File: config.mk
export PLATFORM = sky130hd
export DESIGN_NAME = scc_dev_flat
export DESIGN_NICKNAME = d
export VERILOG_FILES = /design/src/include/scc_pkg.sv /design/src/include/scc_link.sv /design/src/verilog/scc_dev.sv /design/src/flat_wrapper.sv
export VERILOG_INCLUDE_DIRS = /design/src /design/src/include
export SDC_FILE = /design/constraint.sdc
export NUM_CORES = 1
export LEC_CHECK = 0
export ABC_CLOCK_PERIOD_IN_PS = 12000
export BUFFER_PORTS_ARGS = -buffer_cell sky130_fd_sc_hd__buf_2
export CAP_MARGIN = 20
export CORE_MARGIN = 3
export CORE_UTILIZATION = 55
export CTS_CLUSTER_DIAMETER = 120
export DETAILED_ROUTE_END_ITERATION = 16
export PLACE_DENSITY = 0.75
export RECOVER_POWER = 100
export SYNTH_ARGS = -nofsm -noshare
export SYNTH_HDL_FRONTEND = slang
export SYNTH_SLANG_ARGS = --single-unit
File: constraint.sdc
create_clock -name mclk -period 12 [get_ports mclk]
set_clock_uncertainty 0.1 [all_clocks]
set_input_delay 1.2 -clock mclk [delete_from_list [all_inputs] [get_ports mclk]]
set_output_delay 1.2 -clock mclk [all_outputs]
set_load 0.01 [all_outputs]
File: src/include/scc_defs.svh
// constants for the crc-protected serial command engine
`ifndef SCC_DEFS_SVH
`define SCC_DEFS_SVH
`define SCC_CMD_WR_CHECKED 4'ha
`define SCC_CMD_RD_CHECKED 4'hb
`define SCC_CMD_WR_GUARDED 4'hc
`define SCC_CRC_INIT 16'hffff
`define SCC_CRC_POLY 16'h8005
`define SCC_RAM_LO 12'h400
`define SCC_RAM_HI 12'hbff
`define SCC_SFR_TOP 12'h3ff
`define SCC_SFR_BASE 12'h000
`define SCC_HI_TOP 12'hfff
`define SCC_HI_BASE 12'he00
`define SCC_WORD_LAST 2'h3
`define SCC_MCLK_NS 8
`define SCC_SCK_NS 160
`define SCC_HALF_CYC ((`SCC_SCK_NS / `SCC_MCLK_NS) / 2)
`define SCC_DIV_W 5
`endif

File: src/include/scc_pkg.sv
// types shared by both ends of the serial command link
package scc_pkg;
  typedef enum logic [2:0] {
    st_hdr = 3'h0,
    st_cnt = 3'h1,
    st_data = 3'h3,
    st_crc = 3'h2,
    st_done = 3'h6,
    st_ign = 3'h7
  } scc_dev_st_t;
  typedef enum logic [1:0] {
    hs_idle = 2'h0,
    hs_shift = 2'h1,
    hs_end = 2'h3
  } scc_host_st_t;
endpackage : scc_pkg

File: src/include/scc_link.sv
// serial link between host master and device
`timescale 1ns/1ps
interface scc_link;
  logic select_low;
  logic sck;
  logic sdi;
  logic sdo;
  modport dev (input select_low, input sck, input sdi, output sdo);
  modport host (output select_low, output sck, output sdi, input sdo);
endinterface : scc_link

File: src/verilog/scc_dev.sv
// device end: crc-checked serial command engine
`timescale 1ns/1ps
`include "scc_defs.svh"
module scc_dev (
  // clock and reset
  input wire logic mclk,
  input wire logic rst,
  // link
  scc_link.dev link,
  // register and ram access
  output logic [11:0] acc_addr,
  output logic reg_we,
  output logic [7:0] reg_wdata,
  input wire logic [7:0] reg_rdata,
  output logic ram_we,
  output logic ram_rd,
  output logic [31:0] ram_wdata,
  input wire logic [31:0] ram_rdata,
  // status
  output logic crc_mismatch_flag,
  output logic crc_frame_error_flag,
  output logic [15:0] crc_status,
  input wire logic clr_mismatch,
  input wire logic clr_frame
);
  scc_pkg::scc_dev_st_t st;
  logic [2:0] sck_s, cs_s;
  logic [1:0] sdi_s;
  logic [15:0] sh, crc, crc_tx;
  logic [2:0] bitn;
  logic full, first, crc_b, crc_cmd, ram_sel, ld_sfr, ld_ram, mm_ev, fe_ev;
  logic [3:0] cmd;
  logic [11:0] cur;
  logic [9:0] rem;
  logic [1:0] wbi;
  logic [31:0] word, rd_word;
  logic [7:0] out_sh, crc_hi;

  wire sck_rise = sck_s[1] & ~sck_s[2];
  wire sck_fall = ~sck_s[1] & sck_s[2];
  wire sel = ~cs_s[1];
  wire cs_fall = ~cs_s[1] & cs_s[2];
  wire cs_rise = cs_s[1] & ~cs_s[2];
  wire is_rd = cmd == `SCC_CMD_RD_CHECKED;
  wire is_safe = cmd == `SCC_CMD_WR_GUARDED;
  wire last = rem == 10'h001;
  wire [3:0] hcmd = sh[15:12];
  wire hdr_ram = sh[11:0] >= `SCC_RAM_LO && sh[11:0] <= `SCC_RAM_HI;
  wire hdr_crc = hcmd == `SCC_CMD_WR_CHECKED || hcmd == `SCC_CMD_RD_CHECKED ||
    hcmd == `SCC_CMD_WR_GUARDED;
  wire [9:0] cnt_bytes = ram_sel ? {sh[7:0], 2'b00} : {2'b00, sh[7:0]};
  wire [1:0] wbi_n = wbi + 2'h1;
  wire [7:0] rd_next = rd_word[{wbi_n, 3'b000} +: 8];
  wire crc_mis = {crc_hi, sh[7:0]} != crc_tx;
  // read data feeds the crc from what goes out, all else from what comes in
  wire crc_bit = (is_rd && st == scc_pkg::st_data) ? out_sh[7] : sdi_s[1];
  wire [15:0] crc_step = {crc[14:0], 1'b0} ^ ((crc[15] ^ crc_bit) ? `SCC_CRC_POLY : 16'h0000);
  wire crc_run = st == scc_pkg::st_hdr || st == scc_pkg::st_cnt || st == scc_pkg::st_data;
  // address advance wraps inside each region
  wire [11:0] nxt = (cur == `SCC_SFR_TOP) ? `SCC_SFR_BASE :
    (cur == `SCC_HI_TOP) ? `SCC_HI_BASE :
    (cur == `SCC_RAM_HI) ? `SCC_RAM_LO : cur + 12'h001;

  assign link.sdo = out_sh[7];

  // pins come from the host's domain: two flops before use
  always_ff @(posedge mclk or posedge rst) begin
    if (rst) begin
      sck_s <= 3'h0;
      cs_s <= 3'h7;
      sdi_s <= 2'h0;
    end else begin
      sck_s <= {sck_s[1:0], link.sck};
      cs_s <= {cs_s[1:0], link.select_low};
      sdi_s <= {sdi_s[0], link.sdi};
    end
  end

  // set wins over clear
  always_ff @(posedge mclk or posedge rst) begin
    if (rst) begin
      crc_mismatch_flag <= 1'b0;
      crc_frame_error_flag <= 1'b0;
    end else begin
      crc_mismatch_flag <= (crc_mismatch_flag & ~clr_mismatch) | mm_ev;
      crc_frame_error_flag <= (crc_frame_error_flag & ~clr_frame) | fe_ev;
    end
  end

  always_ff @(posedge mclk or posedge rst) begin
    if (rst) begin
      st <= scc_pkg::st_ign;
      sh <= 16'h0000;
      crc <= `SCC_CRC_INIT;
      crc_tx <= 16'h0000;
      crc_status <= 16'h0000;
      bitn <= 3'h0;
      {full, first, crc_b, crc_cmd, ram_sel, ld_sfr, ld_ram, mm_ev, fe_ev} <= 9'h000;
      cmd <= 4'h0;
      cur <= 12'h000;
      rem <= 10'h000;
      wbi <= 2'h0;
      word <= 32'h0000_0000;
      rd_word <= 32'h0000_0000;
      out_sh <= 8'h00;
      crc_hi <= 8'h00;
      acc_addr <= 12'h000;
      reg_we <= 1'b0;
      reg_wdata <= 8'h00;
      ram_we <= 1'b0;
      ram_rd <= 1'b0;
      ram_wdata <= 32'h0000_0000;
    end else begin
      reg_we <= 1'b0;
      ram_we <= 1'b0;
      ram_rd <= 1'b0;
      ld_sfr <= 1'b0;
      mm_ev <= 1'b0;
      fe_ev <= 1'b0;
      ld_ram <= ram_rd;
      if (ld_sfr) out_sh <= reg_rdata;
      if (ld_ram) begin
        rd_word <= ram_rdata;
        out_sh <= ram_rdata[7:0];
      end
      if (cs_fall) begin
        st <= scc_pkg::st_hdr;
        crc <= `SCC_CRC_INIT;
        bitn <= 3'h0;
        full <= 1'b0;
        first <= 1'b1;
        crc_cmd <= 1'b0;
        wbi <= 2'h0;
        out_sh <= 8'h00;
      end else if (cs_rise) begin
        fe_ev <= crc_cmd && st != scc_pkg::st_done;
        st <= scc_pkg::st_ign;
      end else if (sel && sck_rise) begin
        sh <= {sh[14:0], sdi_s[1]};
        bitn <= bitn + 3'h1;
        full <= bitn == 3'h7;
        if (crc_run) crc <= crc_step;
      end else if (sel && sck_fall && !full) begin
        out_sh <= {out_sh[6:0], 1'b0};
      end else if (sel && sck_fall) begin
        full <= 1'b0;
        unique case (st)
          scc_pkg::st_hdr: begin
            first <= 1'b0;
            if (!first) begin
              cmd <= hcmd;
              cur <= sh[11:0];
              ram_sel <= hdr_ram;
              crc_cmd <= hdr_crc;
              if (hcmd == `SCC_CMD_WR_CHECKED || hcmd == `SCC_CMD_RD_CHECKED) begin
                st <= scc_pkg::st_cnt;
              end else if (hcmd == `SCC_CMD_WR_GUARDED) begin
                st <= scc_pkg::st_data;
                rem <= hdr_ram ? 10'h004 : 10'h001;
              end else begin
                st <= scc_pkg::st_ign;
              end
            end
          end
          scc_pkg::st_cnt: begin
            rem <= cnt_bytes;
            if (cnt_bytes == 10'h000) begin
              st <= scc_pkg::st_crc;
              crc_tx <= crc;
              crc_b <= 1'b0;
              if (is_rd) out_sh <= crc[15:8];
            end else begin
              st <= scc_pkg::st_data;
              if (is_rd) begin
                acc_addr <= cur;
                ram_rd <= ram_sel;
                ld_sfr <= !ram_sel;
              end
            end
          end
          scc_pkg::st_data: begin
            rem <= rem - 10'h001;
            wbi <= wbi_n;
            if (is_rd) begin
              cur <= nxt;
              if (!last && ram_sel && wbi == `SCC_WORD_LAST) begin
                acc_addr <= nxt;
                ram_rd <= 1'b1;
              end else if (!last && ram_sel) begin
                out_sh <= rd_next;
              end else if (!last) begin
                acc_addr <= nxt;
                ld_sfr <= 1'b1;
              end
            end else begin
              word[{wbi, 3'b000} +: 8] <= sh[7:0];
              if (!is_safe) begin
                cur <= nxt;
                acc_addr <= cur;
                reg_we <= !ram_sel;
                reg_wdata <= sh[7:0];
                ram_we <= ram_sel && wbi == `SCC_WORD_LAST;
                ram_wdata <= {sh[7:0], word[23:0]};
              end
            end
            if (last) begin
              st <= scc_pkg::st_crc;
              crc_tx <= crc;
              crc_b <= 1'b0;
              if (is_rd) out_sh <= crc[15:8];
            end
          end
          scc_pkg::st_crc: begin
            crc_b <= 1'b1;
            if (!crc_b) begin
              crc_hi <= sh[7:0];
              if (is_rd) out_sh <= crc_tx[7:0];
            end else begin
              st <= scc_pkg::st_done;
              // reads raise no mismatch; the host judges them
              if (!is_rd && crc_mis) begin
                mm_ev <= 1'b1;
                crc_status <= crc_tx;
              end else if (is_safe) begin
                acc_addr <= cur;
                reg_we <= !ram_sel;
                reg_wdata <= word[7:0];
                ram_we <= ram_sel;
                ram_wdata <= word;
              end
            end
          end
          scc_pkg::st_done, scc_pkg::st_ign: begin
          end
          default: st <= scc_pkg::st_ign;
        endcase
      end
    end
  end
endmodule : scc_dev

File: src/flat_wrapper.sv
// flat-port wrapper written by rule: the top's interface ports become plain ports
module scc_dev_flat 
  (mclk, rst, acc_addr, reg_we, reg_wdata, reg_rdata, ram_we, ram_rd, ram_wdata, ram_rdata, crc_mismatch_flag, crc_frame_error_flag, crc_status, clr_mismatch, clr_frame, link_select_low, link_sck, link_sdi, link_sdo);
  scc_link link_i ();
  input wire logic mclk;
  input wire logic rst;
  output logic [11:0] acc_addr;
  output logic reg_we;
  output logic [7:0] reg_wdata;
  input wire logic [7:0] reg_rdata;
  output logic ram_we;
  output logic ram_rd;
  output logic [31:0] ram_wdata;
  input wire logic [31:0] ram_rdata;
  output logic crc_mismatch_flag;
  output logic crc_frame_error_flag;
  output logic [15:0] crc_status;
  input wire logic clr_mismatch;
  input wire logic clr_frame;
  input wire logic [$bits(link_i.select_low)-1:0] link_select_low;
  input wire logic [$bits(link_i.sck)-1:0] link_sck;
  input wire logic [$bits(link_i.sdi)-1:0] link_sdi;
  output wire logic [$bits(link_i.sdo)-1:0] link_sdo;
  assign link_i.select_low = link_select_low;
  assign link_i.sck = link_sck;
  assign link_i.sdi = link_sdi;
  assign link_sdo = link_i.sdo;
  scc_dev u_core (.mclk(mclk), .rst(rst), .link(link_i), .acc_addr(acc_addr), .reg_we(reg_we), .reg_wdata(reg_wdata), .reg_rdata(reg_rdata), .ram_we(ram_we), .ram_rd(ram_rd), .ram_wdata(ram_wdata), .ram_rdata(ram_rdata), .crc_mismatch_flag(crc_mismatch_flag), .crc_frame_error_flag(crc_frame_error_flag), .crc_status(crc_status), .clr_mismatch(clr_mismatch), .clr_frame(clr_frame));
endmodule
==> results_dict.tcl <==
set metrics [dict create \
    total_leakage_power_nw 6.19 \
    arrival_ns 5.34 \
    cts_buffers 26 \
    min_period_ns 5.04 \
    fp.dieArea_um2 24100 \
    synth_area_um2 12200 \
    ys_warn_count 0 \
    rsz0062_at_grt "no" \
    drtPass1Iterations 5 \
    drc 0 \
    slew_headroom_pct -195 \
    ir_drop_mv 0.129 \
    power_density_nw_per_um2 159 \
    fillers 1750 \
    power_switching_mw 0.647 \
    timing.fmax_mhz 198 \
    setup_viol_count_final 0 \
    cap_violations 4 \
    antenna_left 0 \
    fin_nets 1276 \
    coreArea_um2 21400 \
    worstSetupStartpointType "flip-flop" \
    ctsHoldBuffers 0 \
    antenna_found_initial 0 \
    grt_max_degree 105 \
    worst_slew_pin_slew_ns 4.40 \
    status "finished with violations" \
    cts_root_buf "clkbuf_16" \
    ios 121 \
    worstSetupPathType "reg2reg" \
    globalRouteOverflowTotal 0 \
    clkTransAtPathRegs_ns 0.06 \
    cts_max_level 1 \
    viasPerCell 6.13 \
    grt_pass1_wl_mm 47.9 \
    cts_resized 0 \
    cts_sinks 252 \
    std_cell_rows 53 \
    synth-edff-count 0 \
    drt_wl_total_mm 29.4 \
    intPower_mw 1.53 \
    chipWidth_um 155 \
    synthCells 1126 \
    cts_setup_buffers 0 \
    synth-async-reset-ratio_pct 100 \
    syn_nets 1186 \
    violations "capacitance limit, slew limit" \
    gp_congestion 0.926 \
    required_ns 12.31 \
    ys_ff_latch 252 \
    worst-path-max-fanout 19 \
    p_comb_share_pct 16.8 \
    slew_viol_final 215 \
    fin_setup_tns_ns 0 \
    clock_latency_ns 0.53 \
    end_kind "flip-flop" \
    post-route-period-util_pct 42.0 \
    power_mw 2.17 \
    first_iter_violations 851 \
    antenna_cells 0 \
    seq_area_frac_synth_pct 51.7 \
    swShare_pct 29.7 \
    dpl.hpwl_mm 19.9 \
    wl_per_cell_um 19.5 \
    ys_types 79 \
    cts_buffer_depth 3 \
    p_clk_share_pct 39.4 \
    finalHoldViolations 0 \
    avgSynthCellArea_um2 10.9 \
    fp.dieH_um 155 \
    initial_core_util_pct 57.2 \
    seq_power_share_pct 43.7 \
    track_usage_pct 24.2 \
    hp-class "reg2reg" \
    drive_above_1_share_pct 20.6 \
    ys.flop_type "dfrtp_1" \
    port_buffers 120 \
    cts_tree "yes" \
    grt_pass1_vias 8935 \
    vias 9260 \
    area_growth_pct 11.9 \
]
logic make-up after synthesis:
| logic type | synth area share, % |
|---|---|
| fa+ha+maj | 1.33 |
| mux | 15.1 |
| compound gates | 13.6 |
| simple gates | 13.2 |
| flops | 51.7 |
| xor+xnor | 1.65 |
| buf+inv | 3.37 |
worst paths after layout:
path	slack [ns]	cells past startpoint	to	startpoint
min in group asynchronous	1.90	2	u_core.acc_addr[8]	rst
worst min-delay path	0.26	0	u_core.sdi_s[1]	u_core.sdi_s[0]
max in group asynchronous	7.50	3	u_core.crc_hi[3]	rst
worst max register to register	6.96	6	u_core.crc_status[9]	u_core.st[1]
worst max-delay path	6.96	6	u_core.crc_status[9]	u_core.st[1]
worst min register to register	0.26	0	u_core.sdi_s[1]	u_core.sdi_s[0]
critical path: stages, from the launching register on:
cell and delay, ns:
dfstp_1 0.83, inv_1 0.28, nor3_1 1.98, nand2_1 0.23, nor3_1 0.39, clkbuf_1 0.68, mux2_2 0.42
synth_stat cells (all sizes together), types with 3 or more instances:
cell     number  area [um2]
dfrtp       230        5760
nand2       143         537
mux2        128        1480
o21ai       101         505
nor2         57         216
clkbuf       44         169
a21oi        43         215
nor3         27         156
inv          26        97.6
buf          24         146
dfstp        22         578
xor2         21         184
mux2i        19         190
nand3        18        90.1
o31ai        18         135
nor4         17         121
a2bb2oi      16         140
o22a         16         140
ha           13         163
and3         12        75.1
or2          10        62.6
o22ai         9        70.1
a31oi         8        50.1
mux4          8         180
nand2b        8        60.1
nor2b         8        50.1
a211oi        6        45.0
a2111oi       5        43.8
a21o          5        37.5
a221oi        5        43.8
nand4         5        37.5
or3           5        31.3
nor3b         4        35.0
o21a          4        30.0
a21boi        3        26.3
a22oi         3        22.5
a32oi         3        26.3
or4           3        22.5
through the flow:
stage          setup WS (ns)  instances  hold WS, ns  instance area (um2)  utilization [%]
2_1_floorplan           3.81       1126        0.231                12200                -
3_3_place_gp            8.65       1462        0.235                13000             60.5
3_5_place_dp            8.42       1462        0.244                13000             60.5
4_1_cts                 8.41       1510        0.260                13900             64.8
5_1_grt                 6.67       1511        0.267                13700             63.9
6_report                6.96       1511        0.261                13700             63.9
layer usage:
metal / track usage, % / part of all wire [%] / vias up
met3: 3.06 / 6.8 / 71
met4: 7.54 / 3.1 / 0
met2: 38.6 / 46 / 407
li1: - / - / 4243
met5: 0 / 0 / -
met1: 35.0 / 44 / 4539
placed cells by master, fill, tap and decap left out, types with 12 or more instances in the layout:
cell / count
dfrtp_1: 230
nand2_1: 143
mux2_2: 116
o21ai_0: 101
clkbuf_1: 84
nor2_1: 57
buf_2: 46
a21oi_1: 43
nor3_1: 27
clkbuf_16: 27
inv_1: 25
xor2_1: 21
mux2i_1: 19
dfstp_2: 19
o31ai_1: 18
nand3_1: 18
o22a_1: 16
nor4_1: 16
a2bb2oi_1: 16
ha_1: 13
and3_1: 12
mux2_1: 12
power groups by stage:
| stage | Combinational, mW | Clock [mW] | Sequential (mW) |
|---|---|---|---|
| final | 0.366 | 0.857 | 0.951 |
| after detailed placement | 0.362 | 0 | 0.967 |
| after global routing | 0.402 | 0.903 | 0.957 |
| after global placement | 0.357 | 0 | 0.966 |
| after floorplan | 0.320 | 0 | 0.911 |
| after CTS | 0.365 | 0.872 | 0.951 |
area by class of cell:
| cell class | instances | area, um2 | share of cell area (%) |
|---|---|---|---|
| sequential | 252 | 6330 | 46.2 |
| tap | 275 | 344 | 2.51 |
| clock inverter | 12 | 169 | 1.23 |
| inverter | 26 | 98.8 | 0.722 |
| clock buffer | 36 | 749 | 5.47 |
| multi-input combinational | 780 | 5430 | 39.7 |
| timing repair buffer | 130 | 571 | 4.17 |
flip-flops by register name, indices dropped and copies added (netlist names), 2 cells and up:
register / cells
u_core.reg_wdata: 8
u_core.acc_addr: 12
u_core.crc_tx: 16
u_core.ram_wdata: 32
u_core.rem: 10
u_core.sdi_s: 2
u_core.wbi: 2
u_core.sck_s: 3
u_core.bitn: 3
u_core.rd_word: 32
u_core.cmd: 4
u_core.cs_s: 3
u_core.crc: 16
u_core.st: 3
u_core.word: 32
u_core.crc_hi: 8
u_core.sh: 16
u_core.crc_status: 16
u_core.cur: 12
u_core.out_sh: 8
No activity file was read; power rests on OpenSTA's default activity.
